===== src/est_map.svh =====
/*
 Exception state tracker constants: exception numbers, vector offsets,
 fixed priorities and sizes. Assumes inclusion from the package only, compiled ahead of the design.
*/
`ifndef EST_MAP_SVH
`define EST_MAP_SVH
`define EST_NUM_IRQ        16
`define EST_NUM_EXC        32
`define EST_PRIO_W         8
`define EST_IDX_W          5
`define EST_EXC_RESET      5'h01
`define EST_EXC_NMI        5'h02
`define EST_EXC_HARD       5'h03
`define EST_EXC_BUS        5'h05
`define EST_EXC_USAGE      5'h06
`define EST_EXC_SUPV       5'h0b
`define EST_EXC_DEFER      5'h0e
`define EST_EXC_TICK       5'h0f
`define EST_EXC_IRQ0       5'h10
`define EST_VEC_RESET      32'h0000_0004
`define EST_VEC_STEP       32'h0000_0004
`define EST_PRIO_RESET     8'sh00
`define EST_RANK_RESET     10'sh3fd
`define EST_RANK_NMI       10'sh3fe
`define EST_RANK_HARD      10'sh3ff
`define EST_PRIO_RST_VAL   8'h00
`define EST_RANK_NONE      10'sh1ff
`endif


===== src/est_pkg.sv =====
/*
 Types for the exception state tracker.
 Assumes est_map.svh is on the include path.
*/
`include "est_map.svh"
package est_pkg;
    typedef enum logic [1:0] {
        EST_INACTIVE   = 2'b00,
        EST_PENDING    = 2'b01,
        EST_ACTIVE     = 2'b10,
        EST_ACT_PEND   = 2'b11
    } est_state_t;

    typedef enum logic [1:0] {
        EST_CORE_RESET  = 2'b00,
        EST_CORE_FETCH  = 2'b01,
        EST_CORE_RUN    = 2'b10
    } est_core_t;

    // Fault and trap events from the pipeline, one cycle pulses
    typedef struct packed {
        logic undef_instr;
        logic illegal_unaligned;
        logic invalid_state;
        logic exc_return_err;
        logic unaligned_access;
        logic div_by_zero;
        logic bus_error;
        logic exc_proc_error;
        logic unhandled_fault;
        logic supervisor_call;
    } est_events_t;

    typedef struct packed {
        logic                      valid;
        logic [`EST_IDX_W-1:0]     num;
        logic [31:0]               vec_addr;
    } est_take_t;
endpackage : est_pkg


===== src/est_tracker.sv =====
/*
 Exception state tracker: per-exception inactive/pending/active state,
 nesting, fixed and configurable priorities, and entry/return handshake.
 Assumes the pipeline reports events and handler entry/return on core_clk,
 and that peripheral request lines are synchronous to core_clk.
*/
// Functional notes
// - Idle sources sit inactive: neither pending nor active.
// - Peripheral or software requests pend the exception until serviced.
// - Handlers may nest; every preempted handler stays marked active.
// - A request to an already active source makes it active and pending.
// - Reset stops everything at once, mid-instruction included.
// - After reset, restart address comes from the reset vector entry.
// - After reset, run privileged in thread mode.
// - Non-maskable request from pin or software; always enabled, priority -2.
// - Nothing masks the non-maskable exception; only reset preempts it.
// - Hard fault has fixed priority -1, above all configurable ones.
// - Exception-processing errors and unhandled faults raise a hard fault.
// - Fetch or data bus errors raise a bus fault.
// - Undefined, illegal unaligned, bad state, bad return raise usage fault.
// - Unaligned and divide-by-zero raise usage fault only when enabled.
// - Supervisor call instruction raises the supervisor call exception.
// - Deferred service request exception is pended on request.
// - Timer reaching zero or software pends the system tick exception.
// - Lower priority value means more urgent.
// - Configurable priorities reset to zero.
// - Interrupt vectors start at first interrupt entry, 4 bytes apart.
`timescale 1ns/100ps
module est_tracker (
    // Clock and reset
    input  wire logic                               core_clk,
    input  wire logic                               rst_n,
    // Request sources
    input  wire logic [`EST_NUM_IRQ-1:0]            irq_req,
    input  wire logic [`EST_NUM_IRQ-1:0]            irq_enable,
    input  wire logic                               nmi_pin,
    input  wire logic                               nmi_sw_set,
    input  wire logic                               deferred_service_request_set,
    input  wire logic                               tick_zero,
    input  wire logic                               tick_sw_set,
    input  wire logic                               bus_fault_enable,
    input  wire logic                               usage_fault_enable,
    input  wire logic                               unaligned_trap_enable,
    input  wire logic                               div_zero_trap_enable,
    input  wire est_pkg::est_events_t               events,
    // Priorities, one byte per exception number
    input  wire logic [`EST_NUM_EXC*`EST_PRIO_W-1:0] prio_cfg,
    input  wire logic                               prio_cfg_we,
    // Pipeline handshake
    input  wire logic                               take_ready,
    input  wire logic                               handler_return,
    input  wire logic [`EST_IDX_W-1:0]              return_num,
    input  wire logic                               fetch_done,
    // Outputs
    output est_pkg::est_take_t                      take,
    output logic [2*`EST_NUM_EXC-1:0]               exc_state,
    output logic [31:0]                             restart_addr,
    output logic                                    restart_fetch,
    output logic                                    core_run,
    output logic                                    handler_mode,
    output logic                                    privileged
);
    logic [`EST_NUM_EXC-1:0]             set_req;
    logic [`EST_NUM_EXC-1:0]             en_mask;
    logic [`EST_NUM_EXC-1:0]             pend_q;
    logic [`EST_NUM_EXC-1:0]             pend_d;
    logic [`EST_NUM_EXC-1:0]             act_q;
    logic [`EST_NUM_EXC-1:0]             act_d;
    logic [`EST_NUM_EXC*`EST_PRIO_W-1:0] prio_q;
    logic [`EST_NUM_EXC*`EST_PRIO_W-1:0] prio_d;
    logic signed [9:0]                   rank [`EST_NUM_EXC];
    logic signed [9:0]                   best_rank;
    logic [`EST_IDX_W-1:0]               best_num;
    logic                                best_ok;
    logic signed [9:0]                   run_rank;
    logic                                take_fire;
    logic                                usage_hit;
    logic                                bus_hit;
    logic                                hard_hit;
    est_pkg::est_state_t                 st_cur;
    est_pkg::est_state_t                 st_nxt;
    logic                                ret_hit;
    logic                                take_hit;
    est_pkg::est_core_t                  core_q;
    est_pkg::est_core_t                  core_d;
    est_pkg::est_take_t                  take_q;
    est_pkg::est_take_t                  take_d;

    // Fault classification
    always_comb begin
        usage_hit = events.undef_instr | events.illegal_unaligned
                  | events.invalid_state | events.exc_return_err
                  | (events.unaligned_access & unaligned_trap_enable)
                  | (events.div_by_zero & div_zero_trap_enable);
        bus_hit   = events.bus_error;
        // A disabled fault escalates, so it is never silently dropped
        hard_hit  = events.exc_proc_error | events.unhandled_fault
                  | (usage_hit & ~usage_fault_enable)
                  | (bus_hit & ~bus_fault_enable);
    end

    // Request and enable vectors indexed by exception number
    always_comb begin
        set_req = '0;
        en_mask = '0;
        set_req[`EST_EXC_NMI]   = nmi_pin | nmi_sw_set;
        set_req[`EST_EXC_HARD]  = hard_hit;
        set_req[`EST_EXC_BUS]   = bus_hit & bus_fault_enable;
        set_req[`EST_EXC_USAGE] = usage_hit & usage_fault_enable;
        set_req[`EST_EXC_SUPV]  = events.supervisor_call;
        set_req[`EST_EXC_DEFER] = deferred_service_request_set;
        set_req[`EST_EXC_TICK]  = tick_zero | tick_sw_set;
        set_req[`EST_NUM_EXC-1:`EST_EXC_IRQ0] = irq_req;
        en_mask[`EST_EXC_NMI]   = 1'b1;
        en_mask[`EST_EXC_HARD]  = 1'b1;
        en_mask[`EST_EXC_BUS]   = 1'b1;
        en_mask[`EST_EXC_USAGE] = 1'b1;
        en_mask[`EST_EXC_SUPV]  = 1'b1;
        en_mask[`EST_EXC_DEFER] = 1'b1;
        en_mask[`EST_EXC_TICK]  = 1'b1;
        en_mask[`EST_NUM_EXC-1:`EST_EXC_IRQ0] = irq_enable;
    end

    // Priority rank per exception; fixed ones below any configurable
    genvar gi;
    generate
        for (gi = 0; gi < `EST_NUM_EXC; gi++) begin : g_rank
            always_comb begin
                if (gi == `EST_EXC_NMI) begin
                    rank[gi] = `EST_RANK_NMI;
                end else if (gi == `EST_EXC_HARD) begin
                    rank[gi] = `EST_RANK_HARD;
                end else begin
                    rank[gi] = 10'($unsigned(prio_q[gi*`EST_PRIO_W +: `EST_PRIO_W]));
                end
            end
        end
    endgenerate

    // Most urgent pending enabled exception, and running priority
    always_comb begin
        best_rank = `EST_RANK_NONE;
        best_num  = '0;
        best_ok   = 1'b0;
        run_rank  = `EST_RANK_NONE;
        for (int i = `EST_NUM_EXC - 1; i > 0; i--) begin
            if (pend_q[i] && en_mask[i] && rank[i] <= best_rank) begin
                best_rank = rank[i];
                best_num  = i[`EST_IDX_W-1:0];
                best_ok   = 1'b1;
            end
            if (act_q[i] && rank[i] <= run_rank) begin
                run_rank = rank[i];
            end
        end
    end

    // Strictly more urgent preempts; NMI thus yields only to reset
    assign take_fire = (core_q == est_pkg::EST_CORE_RUN) && best_ok
                     && (best_rank < run_rank) && take_ready;

    // Pending and active state per exception, walked as named states
    always_comb begin
        pend_d   = pend_q;
        act_d    = act_q;
        st_cur   = est_pkg::EST_INACTIVE;
        st_nxt   = est_pkg::EST_INACTIVE;
        ret_hit  = 1'b0;
        take_hit = 1'b0;
        for (int e = 0; e < `EST_NUM_EXC; e++) begin
            st_cur   = est_pkg::est_state_t'({act_q[e], pend_q[e]});
            ret_hit  = handler_return && (return_num == e[`EST_IDX_W-1:0]);
            take_hit = take_fire && (best_num == e[`EST_IDX_W-1:0]);
            // Set wins: a request in the entry cycle stays pending
            unique case (st_cur)
                est_pkg::EST_INACTIVE: begin
                    if (set_req[e]) begin
                        st_nxt = est_pkg::EST_PENDING;
                    end else begin
                        st_nxt = est_pkg::EST_INACTIVE;
                    end
                end
                est_pkg::EST_PENDING: begin
                    if (take_hit && set_req[e]) begin
                        st_nxt = est_pkg::EST_ACT_PEND;
                    end else if (take_hit) begin
                        st_nxt = est_pkg::EST_ACTIVE;
                    end else begin
                        st_nxt = est_pkg::EST_PENDING;
                    end
                end
                est_pkg::EST_ACTIVE: begin
                    if (ret_hit && set_req[e]) begin
                        st_nxt = est_pkg::EST_PENDING;
                    end else if (ret_hit) begin
                        st_nxt = est_pkg::EST_INACTIVE;
                    end else if (set_req[e]) begin
                        st_nxt = est_pkg::EST_ACT_PEND;
                    end else begin
                        st_nxt = est_pkg::EST_ACTIVE;
                    end
                end
                est_pkg::EST_ACT_PEND: begin
                    // Never picked here: its own rank bounds the running one
                    if (ret_hit) begin
                        st_nxt = est_pkg::EST_PENDING;
                    end else begin
                        st_nxt = est_pkg::EST_ACT_PEND;
                    end
                end
            endcase
            act_d[e]  = st_nxt[1];
            pend_d[e] = st_nxt[0];
        end
        pend_d[0] = 1'b0;
        pend_d[`EST_EXC_RESET] = 1'b0;
    end

    always_comb begin
        prio_d = prio_q;
        if (prio_cfg_we) begin
            prio_d = prio_cfg;
        end
    end

    always_ff @(posedge core_clk or negedge rst_n) begin
        if (!rst_n) begin
            pend_q <= '0;
            act_q  <= '0;
            prio_q <= {`EST_NUM_EXC{`EST_PRIO_RST_VAL}};
        end else begin
            pend_q <= pend_d;
            act_q  <= act_d;
            prio_q <= prio_d;
        end
    end

    // Core sequencing: reset, vector fetch, run
    always_comb begin
        core_d = core_q;
        take_d = '0;
        unique case (core_q)
            est_pkg::EST_CORE_RESET: begin
                core_d = est_pkg::EST_CORE_FETCH;
            end
            est_pkg::EST_CORE_FETCH: begin
                if (fetch_done) begin
                    core_d = est_pkg::EST_CORE_RUN;
                end
            end
            est_pkg::EST_CORE_RUN: begin
                if (take_fire) begin
                    take_d.valid = 1'b1;
                    take_d.num   = best_num;
                    take_d.vec_addr = 32'(best_num) * `EST_VEC_STEP;
                end
            end
            default: begin
                core_d = est_pkg::EST_CORE_RESET;
            end
        endcase
    end

    always_ff @(posedge core_clk or negedge rst_n) begin
        if (!rst_n) begin
            core_q <= est_pkg::EST_CORE_RESET;
            take_q <= '0;
        end else begin
            core_q <= core_d;
            take_q <= take_d;
        end
    end

    // State export, two bits per exception: {active, pending}
    generate
        for (gi = 0; gi < `EST_NUM_EXC; gi++) begin : g_state
            assign exc_state[2*gi +: 2] = {act_q[gi], pend_q[gi]};
        end
    endgenerate

    assign take          = take_q;
    assign restart_addr  = `EST_VEC_RESET;
    assign restart_fetch = (core_q == est_pkg::EST_CORE_FETCH);
    assign core_run      = (core_q == est_pkg::EST_CORE_RUN);
    assign handler_mode  = |act_q;
    assign privileged    = 1'b1;

endmodule : est_tracker


===== config.mk =====
export PLATFORM = sky130hd
export DESIGN_NAME = est_tracker
export DESIGN_NICKNAME = d
export VERILOG_FILES = /design/src/est_pkg.sv /design/src/est_tracker.sv
export VERILOG_INCLUDE_DIRS = /design/src
export SDC_FILE = /design/constraint.sdc
export NUM_CORES = 2
export LEC_CHECK = 0
export BUFFER_PORTS_ARGS = -buffer_cell sky130_fd_sc_hd__clkbuf_2
export CAP_MARGIN = 5
export CORE_MARGIN = 10
export CORE_UTILIZATION = 62
export DETAILED_ROUTE_END_ITERATION = 8
export PLACE_DENSITY = 0.85
export SLEW_MARGIN = 5
export SYNTH_ARGS = -nofsm -noshare
export SYNTH_HDL_FRONTEND = slang
export SYNTH_SLANG_ARGS = --single-unit

===== constraint.sdc =====
create_clock -name core_clk -period 123.5 [get_ports core_clk]
set_input_delay 6.175 -clock core_clk [delete_from_list [all_inputs] [get_ports core_clk]]
set_output_delay 6.175 -clock core_clk [all_outputs]
set_load 0.05 [all_outputs]

==> run_summary.xml <==
<?xml version="1.0" encoding="UTF-8"?>
<metrics>
  <group name="logic_synthesis">
    <metric name="count_of_yosys_warnings_during_synthesis" unit="">0</metric>
    <metric name="ys_dominant_reg_cell" unit="">dfrtp_1</metric>
    <metric name="ys_top_cells_by_area" unit="">dfrtp_1 (23%), ha_1 (11%), mux2_2 (5.7%)</metric>
    <metric name="cell_taking_the_most_area_after_synthesis" unit="">dfrtp_1</metric>
    <metric name="edff_count_synth" unit="">0</metric>
    <metric name="yosysUniqueCellTypes" unit="">190</metric>
    <metric name="synth_top_area_share" unit="%">23.0</metric>
    <metric name="syn-mean-instance-area" unit="um^2">8.41</metric>
    <metric name="synth_seq_area_share" unit="%">23.0</metric>
    <metric name="syn_area" unit="um^2">32800</metric>
    <metric name="yosys-top-cells-count" unit="">nand2_1 (411), o21ai_0 (352), dfrtp_1 (302)</metric>
    <metric name="synthCells" unit="">3903</metric>
    <metric name="synth.ff_latch_count" unit="">302</metric>
    <metric name="async_reset_ff_share" unit="%">100</metric>
    <metric name="library_cell_with_the_highest_instance_count_after_synthesis" unit="">nand2_1</metric>
  </group>
  <group name="grt">
    <metric name="first_global_vias" unit="">29919</metric>
    <metric name="grt_pass1_wl" unit="um">163000</metric>
    <metric name="total_global_routing_overflow" unit="">0</metric>
    <metric name="grt.total_usage" unit="%">31.6</metric>
    <metric name="grt_start_max_net_pins" unit="">218</metric>
    <metric name="antenna_found_initial" unit="">14</metric>
  </group>
  <group name="die">
    <metric name="core_region_area" unit="um^2">52400</metric>
    <metric name="area_of_the_die" unit="um^2">62500</metric>
    <metric name="die-width" unit="um">250</metric>
    <metric name="placementRows" unit="">84</metric>
    <metric name="initial_core_util" unit="%">62.6</metric>
    <metric name="die-height" unit="um">250</metric>
    <metric name="ioPinCount" unit="">456</metric>
  </group>
  <group name="worst_setup_path">
    <metric name="critPathSlowestCell" unit="">dfrtp_1</metric>
    <metric name="critical_path_peak_fanout" unit="">24</metric>
    <metric name="cp.required" unit="ps">123930</metric>
    <metric name="critical_path.startpoint" unit="">act_q[31]$_DFF_PN0_</metric>
    <metric name="r2r_setup_slack" unit="ps">63030</metric>
    <metric name="r2r-end" unit="">pend_q[31]$_DFF_PN0_</metric>
    <metric name="slowest_delay" unit="ps">870</metric>
    <metric name="crit_path_frequent_cell" unit="">ha_1</metric>
    <metric name="startpoint_type" unit="">flop</metric>
    <metric name="cp.arrival" unit="ps">60900</metric>
    <metric name="crit-reg2reg-launch" unit="">act_q[31]$_DFF_PN0_</metric>
    <metric name="cp-end-kind" unit="">flop</metric>
    <metric name="reg2reg_depth" unit="">265</metric>
    <metric name="critPathKind" unit="">reg2reg</metric>
  </group>
  <group name="clock_tree">
    <metric name="cts.path.max_buffers" unit="">3</metric>
    <metric name="cts_root_buffer" unit="">clkbuf_16</metric>
    <metric name="post_cts_buffers" unit="">0</metric>
    <metric name="ctsResizeCount" unit="">0</metric>
    <metric name="postCtsHoldBufs" unit="">0</metric>
    <metric name="clkSinkCount" unit="">302</metric>
    <metric name="clk_pin_slew_worst_paths" unit="ps">60</metric>
    <metric name="insertion_delay" unit="ps">590</metric>
    <metric name="cts_tree" unit="">built</metric>
    <metric name="htreeDepth" unit="">2</metric>
    <metric name="cts_buffers" unit="">37</metric>
  </group>
  <group name="drt">
    <metric name="drt_total_wl" unit="um">103000</metric>
    <metric name="drc" unit="">0</metric>
    <metric name="post_route_antenna_net_violation_count" unit="">0</metric>
    <metric name="met3_wire_length" unit="um">9190</metric>
    <metric name="met1Wirelength" unit="um">41100</metric>
    <metric name="detailedRoute.firstPassIterationCount" unit="">6</metric>
    <metric name="1st_iter_drt_viols" unit="">3118</metric>
    <metric name="wl_per_cell" unit="um">21.3</metric>
    <metric name="detail_route_met2_wl" unit="um">47700</metric>
    <metric name="vias_per_std_cell" unit="">6.37</metric>
    <metric name="routed-via-count" unit="">30946</metric>
    <metric name="highest_routed_metal_layer" unit="">met5</metric>
  </group>
  <group name="power_and_ir_drop">
    <metric name="leakagePower" unit="nW">16.3</metric>
    <metric name="power.total" unit="W">0.000503</metric>
    <metric name="power.density_cell_area" unit="nW/um^2">14.3</metric>
    <metric name="peakVddDrop" unit="V">0.0000120</metric>
  </group>
  <group name="hold_path">
    <metric name="worstHoldPathCells" unit="">0</metric>
    <metric name="hold_path_class" unit="">reg2reg</metric>
    <metric name="worst_hold_path.endpoint" unit="">pend_q[12]$_DFF_PN0_</metric>
    <metric name="beginning_of_the_worst_hold_path" unit="">pend_q[12]$_DFF_PN0_</metric>
  </group>
  <group name="placement">
    <metric name="hpwlAfterDp" unit="um">80800</metric>
    <metric name="port_buffers" unit="">369</metric>
    <metric name="placer_congestion" unit="">0.980</metric>
    <metric name="post_dp_cell_area" unit="um^2">34000</metric>
  </group>
  <group name="sta">
    <metric name="timing.final.hold_violations" unit="">0</metric>
    <metric name="report.final.setup_viol" unit="">0</metric>
    <metric name="max_freq" unit="MHz">16.5</metric>
    <metric name="relSlewSlack" unit="%">20.4</metric>
    <metric name="worst-slew-pin-transition" unit="ps">1190</metric>
    <metric name="period_needed" unit="ps">60470</metric>
    <metric name="layout_worst_path_cycle_share" unit="%">49.0</metric>
    <metric name="grt_setup_unrepaired" unit="">no</metric>
    <metric name="worst_hold_slack" unit="ps">375</metric>
    <metric name="timing.setup.tns" unit="ps">0</metric>
    <metric name="clock_skew" unit="ps">24.6</metric>
    <metric name="report.final.slew_viol_count" unit="">0</metric>
  </group>
  <group name="finish">
    <metric name="layout-drive-gt1-share" unit="%">22.7</metric>
    <metric name="fin_area" unit="um^2">35200</metric>
    <metric name="growth_of_design_area_from_synthesis_to_finish" unit="%">7.33</metric>
    <metric name="finalNetCount" unit="">4743</metric>
    <metric name="post-route-util" unit="%">67.2</metric>
  </group>
  <group name="run_status">
    <metric name="run_status" unit="">finished clean</metric>
  </group>
  <group name="flow_run">
    <metric name="drv.max_cap_violation_count" unit="">0</metric>
  </group>
</metrics>
layout make-up:
class | instances | area [um^2]
Clock inverter | 15 | 194
Multi-Input combinational cell | 3116 | 22400
Clock buffer | 52 | 1060
Antenna cell | 9 | 22.5
Timing Repair Buffer | 378 | 1950
Tap cell | 688 | 861
Fill cell | 4367 | 17200
Sequential cell | 302 | 7560
Inverter | 300 | 1140
cells by family after synthesis:
logic type	Yosys count	share of synthesized area [%]
DFF	302	23.0
buffers and inverters	545	9.32
xor gates and xnor gates	76	2.11
other	2	0.0229
AOI/OAI and AO/OA	1156	25.4
muxes	270	9.15
adders and majority gates	311	11.7
and+or+nand+nor	1241	19.3
worst max-delay path, delay by kind of cell (launching register included):
family / cells / cell delay [ps]
compound gates: 114 / 28010
fa+ha+maj: 29 / 8490
buf+inv: 18 / 2010
flops: 1 / 870
mux: 11 / 3600
simple gates: 93 / 17280
power breakdown:
group	internal (W)	total, W	switching [W]	leakage [nW]
clock network	0.0000686	0.000116	0.0000477	0.612
logic	0.000102	0.000264	0.000162	12.1
registers	0.000107	0.000123	0.0000159	3.62
through the flow:
step | worst slack, ps | instances
4_1_cts | 64250 | 4851
3_3_place_gp | 65380 | 4784
6_report | 63030 | 4860
3_5_place_dp | 64600 | 4784
5_1_grt | 58260 | 4857
2_1_floorplan | 72410 | 3963
registers in the layout, summed over array words and instances, names as in the netlist:
name,cells
act_q,32
core_q,2
pend_q,30
prio_q,232
take,6
worst max path at each step:
stage | to | cells past startpoint | slack (ps)
after detailed placement | pend_q[31]$_DFF_PN0_ | 265 | 64600
final | pend_q[31]$_DFF_PN0_ | 265 | 63030
after global routing | act_q[20]$_DFF_PN0_ | 267 | 58260
after global placement | pend_q[23]$_DFF_PN0_ | 265 | 65380
after CTS | pend_q[31]$_DFF_PN0_ | 265 | 64250
after floorplan | act_q[21]$_DFF_PN0_ | 293 | 72410
per-layer routing:
metal / vias up / GRT usage (%)
li1: 14503 / -
met1: 14597 / 38.7
met2: 1500 / 51.7
met3: 332 / 6.74
met4: 14 / 15.6
met5: - / 0
cell usage in the layout (no fill, tap or decap), types with 15 or more instances in the layout:
cell type	n
or2_2	17
nor4_1	28
o21ai_0	352
mux2i_1	84
inv_1	296
ha_1	290
nand2b_1	57
o221ai_1	15
nand3_1	76
nor2_1	258
o21ai_1	23
xnor2_1	55
nand4_1	63
and2_1	15
a31oi_1	21
xor2_1	19
a211oi_1	31
o211ai_1	36
or3_1	17
maj3_1	18
o22ai_1	15
and2_2	15
conb_1	62
dfrtp_1	302
nand2_1	411
mux2_2	166
nor2b_1	61
and3_1	17
a21o_2	16
o21a_1	39
clkbuf_2	367
a21o_1	20
o31ai_1	19
a21oi_1	239
nor3_1	70
clkbuf_16	37
o21ai_2	20
(Power assumes the default switching activity.)
